`config.mk`:
```
export PLATFORM = sky130hd
export DESIGN_NAME = ostc_top
export DESIGN_NICKNAME = d
export VERILOG_FILES = /design/src/core/ostc_pkg.sv /design/src/core/ostc_decode.sv /design/src/core/ostc_top.sv
export SDC_FILE = /design/constraint.sdc
export NUM_CORES = 1
export LEC_CHECK = 0
export BUFFER_PORTS_ARGS = -buffer_cell sky130_fd_sc_hd__buf_2
export CAP_MARGIN = 20
export CORE_MARGIN = 4
export CORE_UTILIZATION = 42
export CTS_CLUSTER_DIAMETER = 50
export DETAILED_ROUTE_END_ITERATION = 8
export GPL_ROUTABILITY_DRIVEN = 0
export PLACE_DENSITY = 0.67
export SYNTH_ARGS = -nofsm -noshare
export SYNTH_HDL_FRONTEND = slang
export SYNTH_SLANG_ARGS = --single-unit
export TNS_END_PERCENT = 1
```
`constraint.sdc`:
```
create_clock -name clk -period 3.8 [get_ports clk]
set_clock_uncertainty 0.2 [all_clocks]
set_input_delay 0.19 -clock clk [delete_from_list [all_inputs] [get_ports clk]]
set_output_delay 0.19 -clock clk [all_outputs]
set_load 0.02 [all_outputs]
```
`src/core/ostc_pkg.sv`:
```
// package for the oscillator select, start-up and trim block
// assumes a 100 MHz system clock and active-low fuse bits
package ostc_pkg;
  // avalon word addresses (byte address = 4 * index)
  localparam logic [3:0] ADDR_TRIM    = 4'h0;  // rc_oscillator_trim
  localparam logic [3:0] ADDR_CONFIG  = 4'h1;  // decoded fuse view, read only
  localparam logic [3:0] ADDR_STATUS  = 4'h2;  // sequencer state
  localparam logic [3:0] ADDR_CONTROL = 4'h3;  // wake request, write only pulse
  // fuse codes, 1 = unprogrammed
  localparam logic [3:0] SRC_RC4_LO  = 4'h2;
  localparam logic [3:0] SRC_RC4_HI  = 4'h3;
  localparam logic [3:0] SRC_RC8_LO  = 4'h4;
  localparam logic [3:0] SRC_RC8_HI  = 4'h5;
  localparam logic [3:0] DEF_SRC     = 4'h4;   // shipped source select
  localparam logic [1:0] DEF_SUT     = 2'h2;   // shipped start-up code
  localparam logic [1:0] SUT_RESV    = 2'h3;
  // crystal bands on source bits 3..1
  localparam logic [2:0] BAND_0P4    = 3'h4;
  localparam logic [2:0] BAND_0P9    = 3'h5;
  localparam logic [2:0] BAND_3P0    = 3'h6;
  localparam logic [2:0] BAND_8P0    = 3'h7;
  // oscillator cycle counts
  localparam logic [14:0] WAKE_SHORT = 15'h0102; // 258
  localparam logic [14:0] WAKE_MID   = 15'h0400; // 1K
  localparam logic [14:0] WAKE_LONG  = 15'h4000; // 16K
  localparam logic [14:0] WAKE_RC    = 15'h0006; // 6
  localparam logic [14:0] RST_CYC    = 15'h000E; // 14
  // real-time delay in watchdog oscillator cycles
  localparam logic [13:0] WDT_4MS    = 14'h0200; // 512
  localparam logic [13:0] WDT_65MS   = 14'h2000; // 8192
  localparam logic [6:0]  TRIM_MAX   = 7'h7F;
  // trim percentage of nominal, min/max at 0x00, 0x3F, 0x7F
  localparam int TRIM_MIN_PCT_LO = 50;
  localparam int TRIM_MAX_PCT_HI = 200;

  typedef enum logic [1:0] {
    OSTC_SRC_XTAL = 2'h0, OSTC_SRC_RC4 = 2'h1, OSTC_SRC_RC8 = 2'h2, OSTC_SRC_BAD = 2'h3
  } ostc_src_t;

  // gray-coded sequencer states
  typedef enum logic [2:0] {
    OSTC_ST_RTDLY = 3'b000, OSTC_ST_CKDLY = 3'b001, OSTC_ST_RUN = 3'b011,
    OSTC_ST_WAKE  = 3'b010, OSTC_ST_HALT  = 3'b110
  } ostc_st_t;

  // decoded configuration
  typedef struct packed {
    ostc_src_t   src;
    logic [2:0]  band;
    logic        invalid;
    logic [14:0] wake_cyc;
    logic [13:0] rt_cyc;
  } ostc_cfg_t;

  // avalon slave request
  typedef struct packed {
    logic        read;
    logic        write;
    logic [3:0]  address;
    logic [31:0] writedata;
  } ostc_av_req_t;
endpackage : ostc_pkg

```
`src/core/ostc_decode.sv`:
```
// fuse decoder: maps source-select and start-up fuses to a configuration
// assumes fuses are stable while sampled; purely combinational
`timescale 1ns/1ns
`default_nettype none
module ostc_decode (
  input  wire logic [3:0]         src_fuses,
  input  wire logic [1:0]         sut_fuses,
  output var  ostc_pkg::ostc_cfg_t cfg
);
  // table lookups from the fuse fields
  always_comb begin
    cfg          = '0;
    cfg.band     = src_fuses[3:1];
    cfg.src      = ostc_pkg::OSTC_SRC_BAD;
    cfg.invalid  = 1'b1;
    cfg.rt_cyc   = '0;  // no real-time wait, so refused codes reach halt quickly
    cfg.wake_cyc = ostc_pkg::WAKE_LONG;
    if (src_fuses[3]) begin
      cfg.src     = ostc_pkg::OSTC_SRC_XTAL;
      cfg.invalid = 1'b0;
      case ({src_fuses[0], sut_fuses})
        3'h0, 3'h1:       cfg.wake_cyc = ostc_pkg::WAKE_SHORT;
        3'h2, 3'h3, 3'h4: cfg.wake_cyc = ostc_pkg::WAKE_MID;
        default:          cfg.wake_cyc = ostc_pkg::WAKE_LONG;
      endcase
      case ({src_fuses[0], sut_fuses})
        3'h0, 3'h3, 3'h6: cfg.rt_cyc = ostc_pkg::WDT_4MS;
        3'h1, 3'h4, 3'h7: cfg.rt_cyc = ostc_pkg::WDT_65MS;
        default:          cfg.rt_cyc = '0;
      endcase
    end else if (src_fuses == ostc_pkg::SRC_RC4_LO || src_fuses == ostc_pkg::SRC_RC4_HI ||
                 src_fuses == ostc_pkg::SRC_RC8_LO || src_fuses == ostc_pkg::SRC_RC8_HI) begin
      cfg.src      = src_fuses[2] ? ostc_pkg::OSTC_SRC_RC8 : ostc_pkg::OSTC_SRC_RC4;
      cfg.wake_cyc = ostc_pkg::WAKE_RC;
      cfg.invalid  = (sut_fuses == ostc_pkg::SUT_RESV);
      case (sut_fuses)
        2'h0:    cfg.rt_cyc = '0;
        2'h1:    cfg.rt_cyc = ostc_pkg::WDT_4MS;
        2'h2:    cfg.rt_cyc = ostc_pkg::WDT_65MS;
        default: cfg.rt_cyc = '0;                         // reserved, halts anyway
      endcase
    end
    // other codes (external, 128k, reserved) stay invalid here
  end
endmodule : ostc_decode
`default_nettype wire

```
`src/core/ostc_top.sv`:
```
// oscillator select, start-up sequencer and rc trim register
// assumes an avalon-mm master on clk; wdt_osc_tick and osc_tick are pins
// from other oscillators and pass two flip-flops before use
`timescale 1ns/1ns
`default_nettype none
// Function
// - upper source bits pick crystal band
// - wake wait 258/1K/16K by fuse code
// - crystal settings give listed reset delays
// - resonator settings give listed reset delays
// - codes 0010-0101 select rc 4/8 MHz
// - rc: 6 wake cycles, sut delays
// - default is rc 8 MHz, sut 10
// - reset loads calibration byte into trim
// - watchdog oscillator times reset delay
// - 7-bit trim tunes frequency monotonically
// - trim range 50-200 percent of nominal
// - delay 512 or 8K watchdog cycles
// - fuse bits active low, 0 programmed
// - codes 1xxx select crystal amplifier
// - wake wait counted in source cycles
module ostc_top (
  input  wire logic        clk,
  input  wire logic        srst,
  input  wire logic [3:0]  clock_source_select_fuses, // raw, 0 = programmed
  input  wire logic [1:0]  startup_time_fuses,
  input  wire logic        divide_by_eight_fuse,
  input  wire logic        fuses_blank,               // unprogrammed part
  input  wire logic [7:0]  calibration_byte,          // factory value
  input  wire logic        wdt_osc_tick,              // watchdog osc, async
  input  wire logic        osc_tick,                  // selected source, async
  input  wire logic [3:0]  avs_address,
  input  wire logic        avs_read,
  input  wire logic        avs_write,
  input  wire logic [31:0] avs_writedata,
  output logic [31:0]      avs_readdata,
  output logic             avs_waitrequest,
  output logic [2:0]       crystal_band_select,
  output logic             rc_select,
  output logic             rc_8mhz,
  output logic [6:0]       trim_value,
  output logic             prescale_div8,
  output logic             config_invalid,
  output logic             cpu_run
);
  // all state except the output flops in one struct
  typedef struct packed {
    logic [3:0]           src;       // latched fuses
    logic [1:0]           sut;
    logic                 div8;
    logic [7:0]           trim;
    ostc_pkg::ostc_st_t   st;
    logic [14:0]          ck_cnt;
    logic [13:0]          wd_cnt;
    logic [2:0]           wd_sync;   // two sync stages plus edge history
    logic [2:0]           ck_sync;
    logic                 ack;       // answer phase of avalon access
    logic [31:0]          rdata;
    logic                 wake_req;
    logic                 sleep_req;
    logic                 woke;      // wake seen, source edges now counted
  } ostc_state_t;

  ostc_state_t          s;
  ostc_state_t          next_s;
  ostc_pkg::ostc_cfg_t  cfg;
  logic [3:0]           eff_src;     // fuses, or shipped default if blank
  logic [1:0]           eff_sut;
  logic                 wd_edge;
  logic                 ck_edge;

  // blank parts behave as shipped
  assign eff_src = fuses_blank ? ostc_pkg::DEF_SRC : clock_source_select_fuses;
  assign eff_sut = fuses_blank ? ostc_pkg::DEF_SUT : startup_time_fuses;

  // decode works on the latched copy so runtime fuse noise cannot matter
  ostc_decode u_dec (
    .src_fuses (s.src),
    .sut_fuses (s.sut),
    .cfg       (cfg)
  );

  // edges taken only from second and third stages, never the first
  assign wd_edge = s.wd_sync[1] & ~s.wd_sync[2];
  assign ck_edge = s.ck_sync[1] & ~s.ck_sync[2];

  // register read mux, shared by the read path
  function automatic logic [31:0] rd_mux(input logic [3:0] a, input ostc_state_t q,
                                         input ostc_pkg::ostc_cfg_t c);
    logic [31:0] r;
    r = '0;
    case (a)
      ostc_pkg::ADDR_TRIM:   r = {24'h000000, q.trim};
      ostc_pkg::ADDR_CONFIG: r = {21'h000000, q.div8, q.sut, q.src, 1'b0, c.invalid, c.src};
      ostc_pkg::ADDR_STATUS: r = {29'h00000000, q.st};
      default:               r = '0;   // unmapped reads as zero
    endcase
    return r;
  endfunction : rd_mux

  // next-state logic
  always_comb begin
    next_s          = s;
    next_s.wd_sync  = {s.wd_sync[1:0], wdt_osc_tick};
    next_s.ck_sync  = {s.ck_sync[1:0], osc_tick};
    next_s.wake_req = 1'b0;
    next_s.sleep_req = 1'b0;
    // one wait state: answer on second cycle of each request
    next_s.ack      = (avs_read | avs_write) & ~s.ack;
    if ((avs_read | avs_write) & ~s.ack) begin
      if (avs_read) begin
        next_s.rdata = rd_mux(avs_address, s, cfg);
      end
    end
    // writes commit on the answer edge, where the master sees waitrequest low
    if (avs_write & s.ack) begin
      if (avs_address == ostc_pkg::ADDR_TRIM) begin
        next_s.trim = avs_writedata[7:0];   // bit 7 stored, only 6..0 tune
      end
      if (avs_address == ostc_pkg::ADDR_CONTROL) begin
        next_s.wake_req  = avs_writedata[0];
        next_s.sleep_req = avs_writedata[1];
      end
    end
    // start-up sequencer
    case (s.st)
      ostc_pkg::OSTC_ST_RTDLY: begin
        // real-time part counted on watchdog oscillator
        if (s.wd_cnt >= cfg.rt_cyc) begin
          next_s.st     = ostc_pkg::OSTC_ST_CKDLY;
          next_s.ck_cnt = '0;
        end else if (wd_edge) begin
          next_s.wd_cnt = s.wd_cnt + 14'h0001;
        end
      end
      ostc_pkg::OSTC_ST_CKDLY: begin
        // fixed 14 oscillator cycles after reset
        if (cfg.invalid) begin
          next_s.st = ostc_pkg::OSTC_ST_HALT;
        end else if (s.ck_cnt >= ostc_pkg::RST_CYC) begin
          next_s.st = ostc_pkg::OSTC_ST_RUN;
        end else if (ck_edge) begin
          next_s.ck_cnt = s.ck_cnt + 15'h0001;
        end
      end
      ostc_pkg::OSTC_ST_RUN: begin
        if (s.sleep_req) begin
          next_s.st = ostc_pkg::OSTC_ST_WAKE;
          next_s.ck_cnt = '0;
          next_s.woke = 1'b0;
        end
      end
      ostc_pkg::OSTC_ST_WAKE: begin
        // power-down: wait for wake, then count source cycles
        if (s.ck_cnt >= cfg.wake_cyc) begin
          next_s.st = ostc_pkg::OSTC_ST_RUN;
          next_s.woke = 1'b0;
        end else begin
          // the wake strobe itself is no source edge, so it is not counted
          if (s.wake_req) begin
            next_s.woke = 1'b1;
          end
          if (s.woke & ck_edge) begin
            next_s.ck_cnt = s.ck_cnt + 15'h0001;
          end
        end
      end
      ostc_pkg::OSTC_ST_HALT: begin
        next_s.st = ostc_pkg::OSTC_ST_HALT;     // invalid fuses hold the core
      end
      default: next_s.st = ostc_pkg::OSTC_ST_HALT;
    endcase
  end

  // register stage; reset latches fuses and calibration
  always_ff @(posedge clk) begin
    if (srst) begin
      s        <= '0;
      s.src    <= eff_src;
      s.sut    <= eff_sut;
      s.div8   <= ~divide_by_eight_fuse; // programmed when 0
      s.trim   <= calibration_byte;
      s.st     <= ostc_pkg::OSTC_ST_RTDLY;
    end else begin
      s <= next_s;
    end
  end

  // output flops fed from next_s and cfg; only prescale_div8 comes straight from state
  always_ff @(posedge clk) begin
    if (srst) begin
      avs_readdata        <= '0;
      avs_waitrequest     <= 1'b1;
      crystal_band_select <= '0;
      rc_select           <= 1'b0;
      rc_8mhz             <= 1'b0;
      trim_value          <= '0;
      prescale_div8       <= 1'b0;
      config_invalid      <= 1'b0;
      cpu_run             <= 1'b0;
    end else begin
      avs_readdata        <= next_s.rdata;
      avs_waitrequest     <= ~next_s.ack;
      crystal_band_select <= cfg.band;
      rc_select           <= (cfg.src == ostc_pkg::OSTC_SRC_RC4) |
                             (cfg.src == ostc_pkg::OSTC_SRC_RC8);
      rc_8mhz             <= (cfg.src == ostc_pkg::OSTC_SRC_RC8);
      trim_value          <= next_s.trim[6:0];
      prescale_div8       <= s.div8;
      config_invalid      <= cfg.invalid;
      cpu_run             <= (next_s.st == ostc_pkg::OSTC_ST_RUN);
    end
  end

  // assertions
  property p_trim_load;
    @(posedge clk) $fell(srst) |=> trim_value == $past(calibration_byte[6:0], 2);
  endproperty
  a_trim_load: assert property (p_trim_load) else $error("trim not loaded at reset");

  property p_trim_write;
    @(posedge clk) disable iff (srst)
      (avs_write && !s.ack && avs_address == ostc_pkg::ADDR_TRIM) |=> ##1
        trim_value == $past(avs_writedata[6:0], 2);
  endproperty
  a_trim_write: assert property (p_trim_write) else $error("trim write lost");

  property p_band;
    @(posedge clk) disable iff (srst)
      !$past(srst) |-> crystal_band_select == $past(s.src[3:1]);
  endproperty
  a_band: assert property (p_band) else $error("band mismatch");

  property p_rc_sel;
    @(posedge clk) disable iff (srst)
      (!$past(srst) && s.src == ostc_pkg::SRC_RC8_LO) |=> rc_select && rc_8mhz;
  endproperty
  a_rc_sel: assert property (p_rc_sel) else $error("rc 8 MHz not chosen");

  property p_rc_wake;
    @(posedge clk) disable iff (srst)
      (cfg.src == ostc_pkg::OSTC_SRC_RC8) |-> cfg.wake_cyc == ostc_pkg::WAKE_RC;
  endproperty
  a_rc_wake: assert property (p_rc_wake) else $error("rc wake count wrong");

  property p_xtal_long;
    @(posedge clk) disable iff (srst)
      (s.src[3] && s.src[0] && s.sut != 2'h0) |-> cfg.wake_cyc == ostc_pkg::WAKE_LONG;
  endproperty
  a_xtal_long: assert property (p_xtal_long) else $error("crystal wait not 16K");

  property p_rt_wait;
    @(posedge clk) disable iff (srst)
      (s.st == ostc_pkg::OSTC_ST_RTDLY && s.wd_cnt < cfg.rt_cyc) |=>
        s.st == ostc_pkg::OSTC_ST_RTDLY;
  endproperty
  a_rt_wait: assert property (p_rt_wait) else $error("reset delay cut short");

  property p_wd_step;
    @(posedge clk) disable iff (srst)
      (s.st == ostc_pkg::OSTC_ST_RTDLY && !wd_edge) |=> $stable(s.wd_cnt);
  endproperty
  a_wd_step: assert property (p_wd_step) else $error("delay not on watchdog osc");

  property p_invalid_halt;
    @(posedge clk) disable iff (srst)
      (s.st == ostc_pkg::OSTC_ST_CKDLY && cfg.invalid) |=> ##1 !cpu_run;
  endproperty
  a_invalid_halt: assert property (p_invalid_halt) else $error("invalid fuses ran");

  property p_wait_ans;
    @(posedge clk) disable iff (srst)
      (avs_read && avs_waitrequest) |-> ##[0:2] !avs_waitrequest;
  endproperty
  a_wait_ans: assert property (p_wait_ans) else $error("avalon answer late");

  c_run:   cover property (@(posedge clk) disable iff (srst) $rose(cpu_run));
  c_wake:  cover property (@(posedge clk) disable iff (srst)
                           s.st == ostc_pkg::OSTC_ST_WAKE ##1 s.st == ostc_pkg::OSTC_ST_RUN);
  c_halt:  cover property (@(posedge clk) s.st == ostc_pkg::OSTC_ST_HALT);
  c_twr:   cover property (@(posedge clk) disable iff (srst)
                           avs_write && avs_address == ostc_pkg::ADDR_TRIM);
endmodule : ostc_top
`default_nettype wire

```
After elaboration in Yosys (flattened, before gate mapping)
Cells that the tools add are included.
{"block": "totals", "input_bits": 58, "ff_bits": 105, "wordCells": 127, "output_inout_bits": 48}
{"block": "classes", "add_sub_neg": 2, "n_bitwise": 15, "n_reduce_logical": 19, "mux": 35, "n_lt_le_gt_ge": 3, "n_eq_ne": 30}
{"operator": "82-bit two-way mux", "count": 1}
{"operator": "15-bit two-way mux", "count": 5}
{"operator": "32-bit two-way mux", "count": 2}
{"operator": "30-bit two-way mux", "count": 2}
{"operator": "15-bit one-hot mux with 4 select lines", "count": 1}
{"operator": "14-bit one-hot mux with 2 select lines", "count": 2}
{"operator": "14-bit two-way mux", "count": 3}
{"operator": "18-bit two-way mux", "count": 2}
{"operator": "11-bit one-hot mux with 3 select lines", "count": 1}
{"operator": "15-bit one-hot mux with 2 select lines", "count": 1}
{"operator": "4-bit by 2-bit equality test with 1-bit output (second input constant)", "count": 4}
{"operator": "8-bit two-way mux", "count": 2}
{"operator": "15-bit by 1-bit adder with 15-bit output (second input constant)", "count": 1}
{"operator": "3-bit by 2-bit equality test with 1-bit output (second input constant)", "count": 5}
{"operator": "15-bit >= comparator", "count": 1}
{"operator": "15-bit by 4-bit >= comparator with 1-bit output (second input constant)", "count": 1}
{"operator": "14-bit by 1-bit adder with 14-bit output (second input constant)", "count": 1}
{"operator": "14-bit >= comparator", "count": 1}
{"operator": "2-bit inequality test (second input constant)", "count": 7}
{"operator": "3-bit one-hot mux with 4 select lines", "count": 1}
{"operator": "3-bit OR reduction", "count": 4}
{"operator": "2-bit two-way mux", "count": 5}
{"operator": "3-bit equality test (second input constant)", "count": 3}
{"operator": "3-bit two-way mux", "count": 3}
{"operator": "other kinds (20)", "count": 45}

Logic depth before layout (Yosys ltp)
{"block": "depth", "depth_word": 10, "mapped_depth": 12, "mapped_depth_nobuf": 10}

Modules after synthesis
A second synthesis with hierarchy kept.
{"block": "unflattened", "cells_unflattened": 634, "area_unflattened_um2": 5546.6}
{"mod": "ostc_top", "n_inst": 1, "area_each_um2": 5195.0, "seq_area_each_um2": 2182.1, "cells_each": 583}
{"mod": "ostc_decode", "n_inst": 1, "area_each_um2": 351.6, "seq_area_each_um2": 0.0, "cells_each": 51}

Worst setup path before layout
Ideal clock, no wire load.
{"block": "synth_timing", "path_kind": "register -> register", "start": "register s (netlist bit next_s[88])", "end": "register s[57] (netlist bit)", "t_required_ps": 3477, "path_buffers": 1, "period_less_slack_ps": 3202, "arrival_ps": 2879, "setup_ps": 123, "setup_slack_ps": 598, "stages_incl_launch_ff": 11, "path_cell_list": "edfxtp_1 clkbuf_1 inv_2 or3_1 ha_1 a211o_1 a2111oi_0 a21oi_1 o211ai_2 and3_4 mux2_1"}
{"block": "synth_via", "elab_chain_len": 9}
{"element": "from (decl)", "line_no": "ostc_top.sv:64", "rtl": "ostc_state_t s;"}
{"element": "from (signal assigned)", "line_no": "ostc_top.sv:185", "rtl": "s <= next_s;"}
{"element": "4-bit by 2-bit equality test with 1-bit output", "line_no": "ostc_decode.sv:31", "rtl": "end else if (src_fuses == ostc_pkg::SRC_RC4_LO || src_fuses == ostc_pkg::SRC_RC4_HI ||"}
{"element": "1-bit logical OR (2 in a row)", "line_no": "ostc_decode.sv:31"}
{"element": "1-bit logical OR", "line_no": "ostc_decode.sv:32", "rtl": "src_fuses == ostc_pkg::SRC_RC8_LO || src_fuses == ostc_pkg::SRC_RC8_HI) begin"}
{"element": "30-bit two-way mux", "line_no": "ostc_decode.sv:31"}
{"element": "30-bit two-way mux *", "line_no": "ostc_decode.sv:18", "rtl": "if (src_fuses[3]) begin"}
{"element": "15-bit >= comparator / 14-bit >= comparator (equally long branches)", "line_no": "ostc_top.sv:155, ostc_top.sv:129"}
{"element": "2-bit inequality test (no source line)"}
{"element": "8-bit AND reduction (no source line) *"}
Every way passes the cells marked *; elsewhere a longest branch is shown, timed or not.
A chain may end at the register's enable or synchronous reset.

Worst setup path in the final report
{"block": "layout_timing", "start": "register s (netlist bit next_s[86])", "end": "register s[55] (netlist bit)"}
{"block": "layout_via", "elab_chain_len": 9}
{"element": "4-bit by 2-bit equality test with 1-bit output", "line_no": "ostc_decode.sv:31"}
{"element": "1-bit logical OR (2 in a row)", "line_no": "ostc_decode.sv:31"}
{"element": "1-bit logical OR *", "line_no": "ostc_decode.sv:32"}
{"element": "30-bit two-way mux *", "line_no": "ostc_decode.sv:31"}
{"element": "30-bit two-way mux *", "line_no": "ostc_decode.sv:18"}
{"element": "14-bit >= comparator *", "line_no": "ostc_top.sv:129", "rtl": "if (s.wd_cnt >= cfg.rt_cyc) begin"}
{"element": "1-bit NOT (no source line) *"}
{"element": "3-bit AND reduction (no source line) *"}
Marks and branches as above.

==> run metrics <==
pre-CTS WS 0.437 ns; register bit total from synthesis 105; port buffer count 81; root buffer cell clkbuf_16; CP Depth 10; Synth Instances 551; mux cell area share after synthesis 3.07%; Cell Area, Synth 4930 µm²; maximum vdd drop 0.321 mV; drt first pass iters 5; largest net degree at the start of global routing 46; DR vias 4044; die height 116 µm; Die W 116 µm; Worst Path Arrival 3.38 ns; Final nets 694; CP Launch Type flip-flop; highest clock rate 0.299 GHz; DRC violations left 0; MaxCap Viol Count 0; Mapped Avg Cell Area 8.95 µm²; Ports 106; slew at the pin closest to its max-slew limit 0.783 ns; Area growth, synth to finish 18.0%; Core Area 11500 µm²; clk_lat worst skew 0.35 ns; final wirelength 11.3 mm; PnR worst setup slack 0.450 ns; RSZ-0062 raised after global routing false; sequential area share after synthesis 44.3%; setup TNS 0 ns; die area 13500 µm²; Synth Area in Simple Gates 26.3%; PwrDens 421 nW/µm²; Starting Density 43.0%; Iter 0 DRT Violations 151; Compound-Gate Fraction of Synth Area 11.2%; TritonCTS buffer count 9; ant diodes 0; CTS Buffer Depth 2; Post-Synth XOR/XNOR Area 2.49%; Global Route Usage Sum 17.5%; largest family of logic cells by synthesized area simple AND/OR/NAND/NOR gates; Mapped Nets 621; post_cts resized 0; met3 usage 5.23%; first-pass GRT wire length 18.8 mm; antenna violations before repair 0; min Tclk post-route 3.35 ns; GRT Max-Usage Layer met2; Worst slew margin 46.5%; H-tree Lvls 3; Synth cell types 66; dpl cell area 5180 µm²; placed insts 719; Clock transition at path regs 0.07 ns; ys async rst share 0%; Buf+Inv Stages, Crit Path 0; Crit path max-delay family simple AND/OR/NAND/NOR gates; met2 Use GR 29.6%; Leak 2.40 nW; CTS tree done; final setup fails 0; Worst Reg-to-Reg Cells 10; Final ANT Viol Nets 0; Ys Warns 0; Finished Cell Area 5820 µm²; Final period util 88.2%; Synth Area in Adders 3.05%; Worst path max stage delay 0.47 ns; Slew Limit Fails 0; wire length per cell 14.6 µm; Post-synth EDFFs 8; Hold Crit Depth 2; Most used DFF post-synth dfxtp_1; # Post-CTS Setup Buffers 0; required time worst endpoint 3.83 ns; gr ovfl total 0; Hold Fails Final Rpt 0; crit-path cells xor2_1, nand2_1, o32ai_1, ha_1, or4b_4, a211oi_4, nand4_4, nor4_2, xnor2_1, nor2_1; DP Wirelength 7.86 mm; vias in the first global route 3906; crit end category flip-flop; worst-path maximum fanout 16; status complete, no violations; share of cells above drive strength 1 19.9%; # clock sinks 105; Cell Rows 39; vias per std cell 5.24; fin cells 772; kind of critical path flip-flop to flip-flop; met1 Use GR 21.5%; Critical Path Slowest Stage Cell edfxtp_1; worst hold path class input pin to flip-flop
[repair_timing]
item | 4_1_cts | 5_1_grt
hold buffers | 37 | 0
endpoints found under the setup margin | 0 | 0
hold endpoints to repair | 28 | 0
[per-layer routing]
layer	wire (µm)	up-vias
met5	0	-
met4	163	0
met3	572	11
met2	5570	95
met1	4970	1897
li1	-	2041
[layout by cell type (no fill, tap or decap), types with 5 or more instances in the layout]
cell,instances
o311ai_1,7
nand2_1,38
nor2_1,57
xnor2_1,11
edfxtp_1,8
dfxtp_1,97
nor4_1,5
nor2b_1,21
buf_2,81
nand4_1,8
inv_1,18
o21ai_0,5
nor3_1,17
inv_2,6
dlygate4sd3_1,37
o21ai_1,13
ha_1,12
buf_4,7
clkbuf_16,9
nor3_2,5
mux2i_1,14
and3_1,25
a21oi_1,27
nand3_1,29
or3_1,7
[synth_stat cells (11+ instances only)]
| cell type | n | area (µm²) |
|---|---|---|
| dfxtp_1 | 97 | 1940 |
| nor2_1 | 57 | 214 |
| nand2_1 | 38 | 143 |
| buf_4 | 32 | 240 |
| nand3_1 | 29 | 145 |
| a21oi_1 | 27 | 135 |
| and3_1 | 25 | 156 |
| clkbuf_1 | 21 | 78.8 |
| nor2b_1 | 21 | 131 |
| inv_1 | 18 | 67.6 |
| nor3_1 | 17 | 85.1 |
| mux2i_1 | 14 | 140 |
| o21ai_1 | 13 | 65.1 |
| ha_1 | 12 | 150 |
| xnor2_1 | 11 | 96.3 |
[power breakdown]
part           internal (mW)  switching (mW)
clock                  0.443           0.404
combinational          0.159           0.245
sequential              1.16          0.0418
[worst register-to-register path: stages, from the launching register on]
cell and delay, ns:
edfxtp_1 0.47, xor2_1 0.20, nand2_1 0.18, o32ai_1 0.28, ha_1 0.18, or4b_4 0.47
a211oi_4 0.33, nand4_4 0.32, nor4_2 0.39, xnor2_1 0.15, nor2_1 0.05
[final timing paths]
kind                                              startpoint    endpoint  slack [ns]
worst max register to register                    next_s[86]       s[55]        0.45
worst max-delay path                              next_s[86]       s[55]        0.45
worst min-delay path            clock_source_select_fuses[3]  next_s[88]        0.03
worst min register to register                    next_s[40]  next_s[41]        0.25
[per-stage QoR]
stage	power, mW	hold WS [ns]	util (%)
2_1_floorplan	1.49	0.102	-
3_3_place_gp	1.59	0.215	45.2
3_5_place_dp	1.60	0.211	45.2
4_1_cts	2.48	0.0110	50.7
5_1_grt	2.57	0.0316	50.7
6_report	2.45	0.0329	50.7
[kinds of logic (layout without fill, tap and decap cells)]
| group | Yosys count | in the layout |
|---|---|---|
| compound gates | 80 | 80 |
| buf+inv | 87 | 165 |
| fa+ha+maj | 12 | 12 |
| mux | 15 | 15 |
| xor+xnor | 14 | 14 |
| simple gates | 238 | 238 |
| flops | 105 | 105 |
[layout make-up]
type / instances / area [µm²]
fill: 1029 / 5650
multi-input combinational: 359 / 2270
sequential: 105 / 2180
timing repair buffer: 125 / 828
clock buffer: 11 / 233
tap: 143 / 179
inverter: 24 / 90.1
clock inverter: 5 / 32.5
No activity file was read; power rests on OpenSTA's default activity.
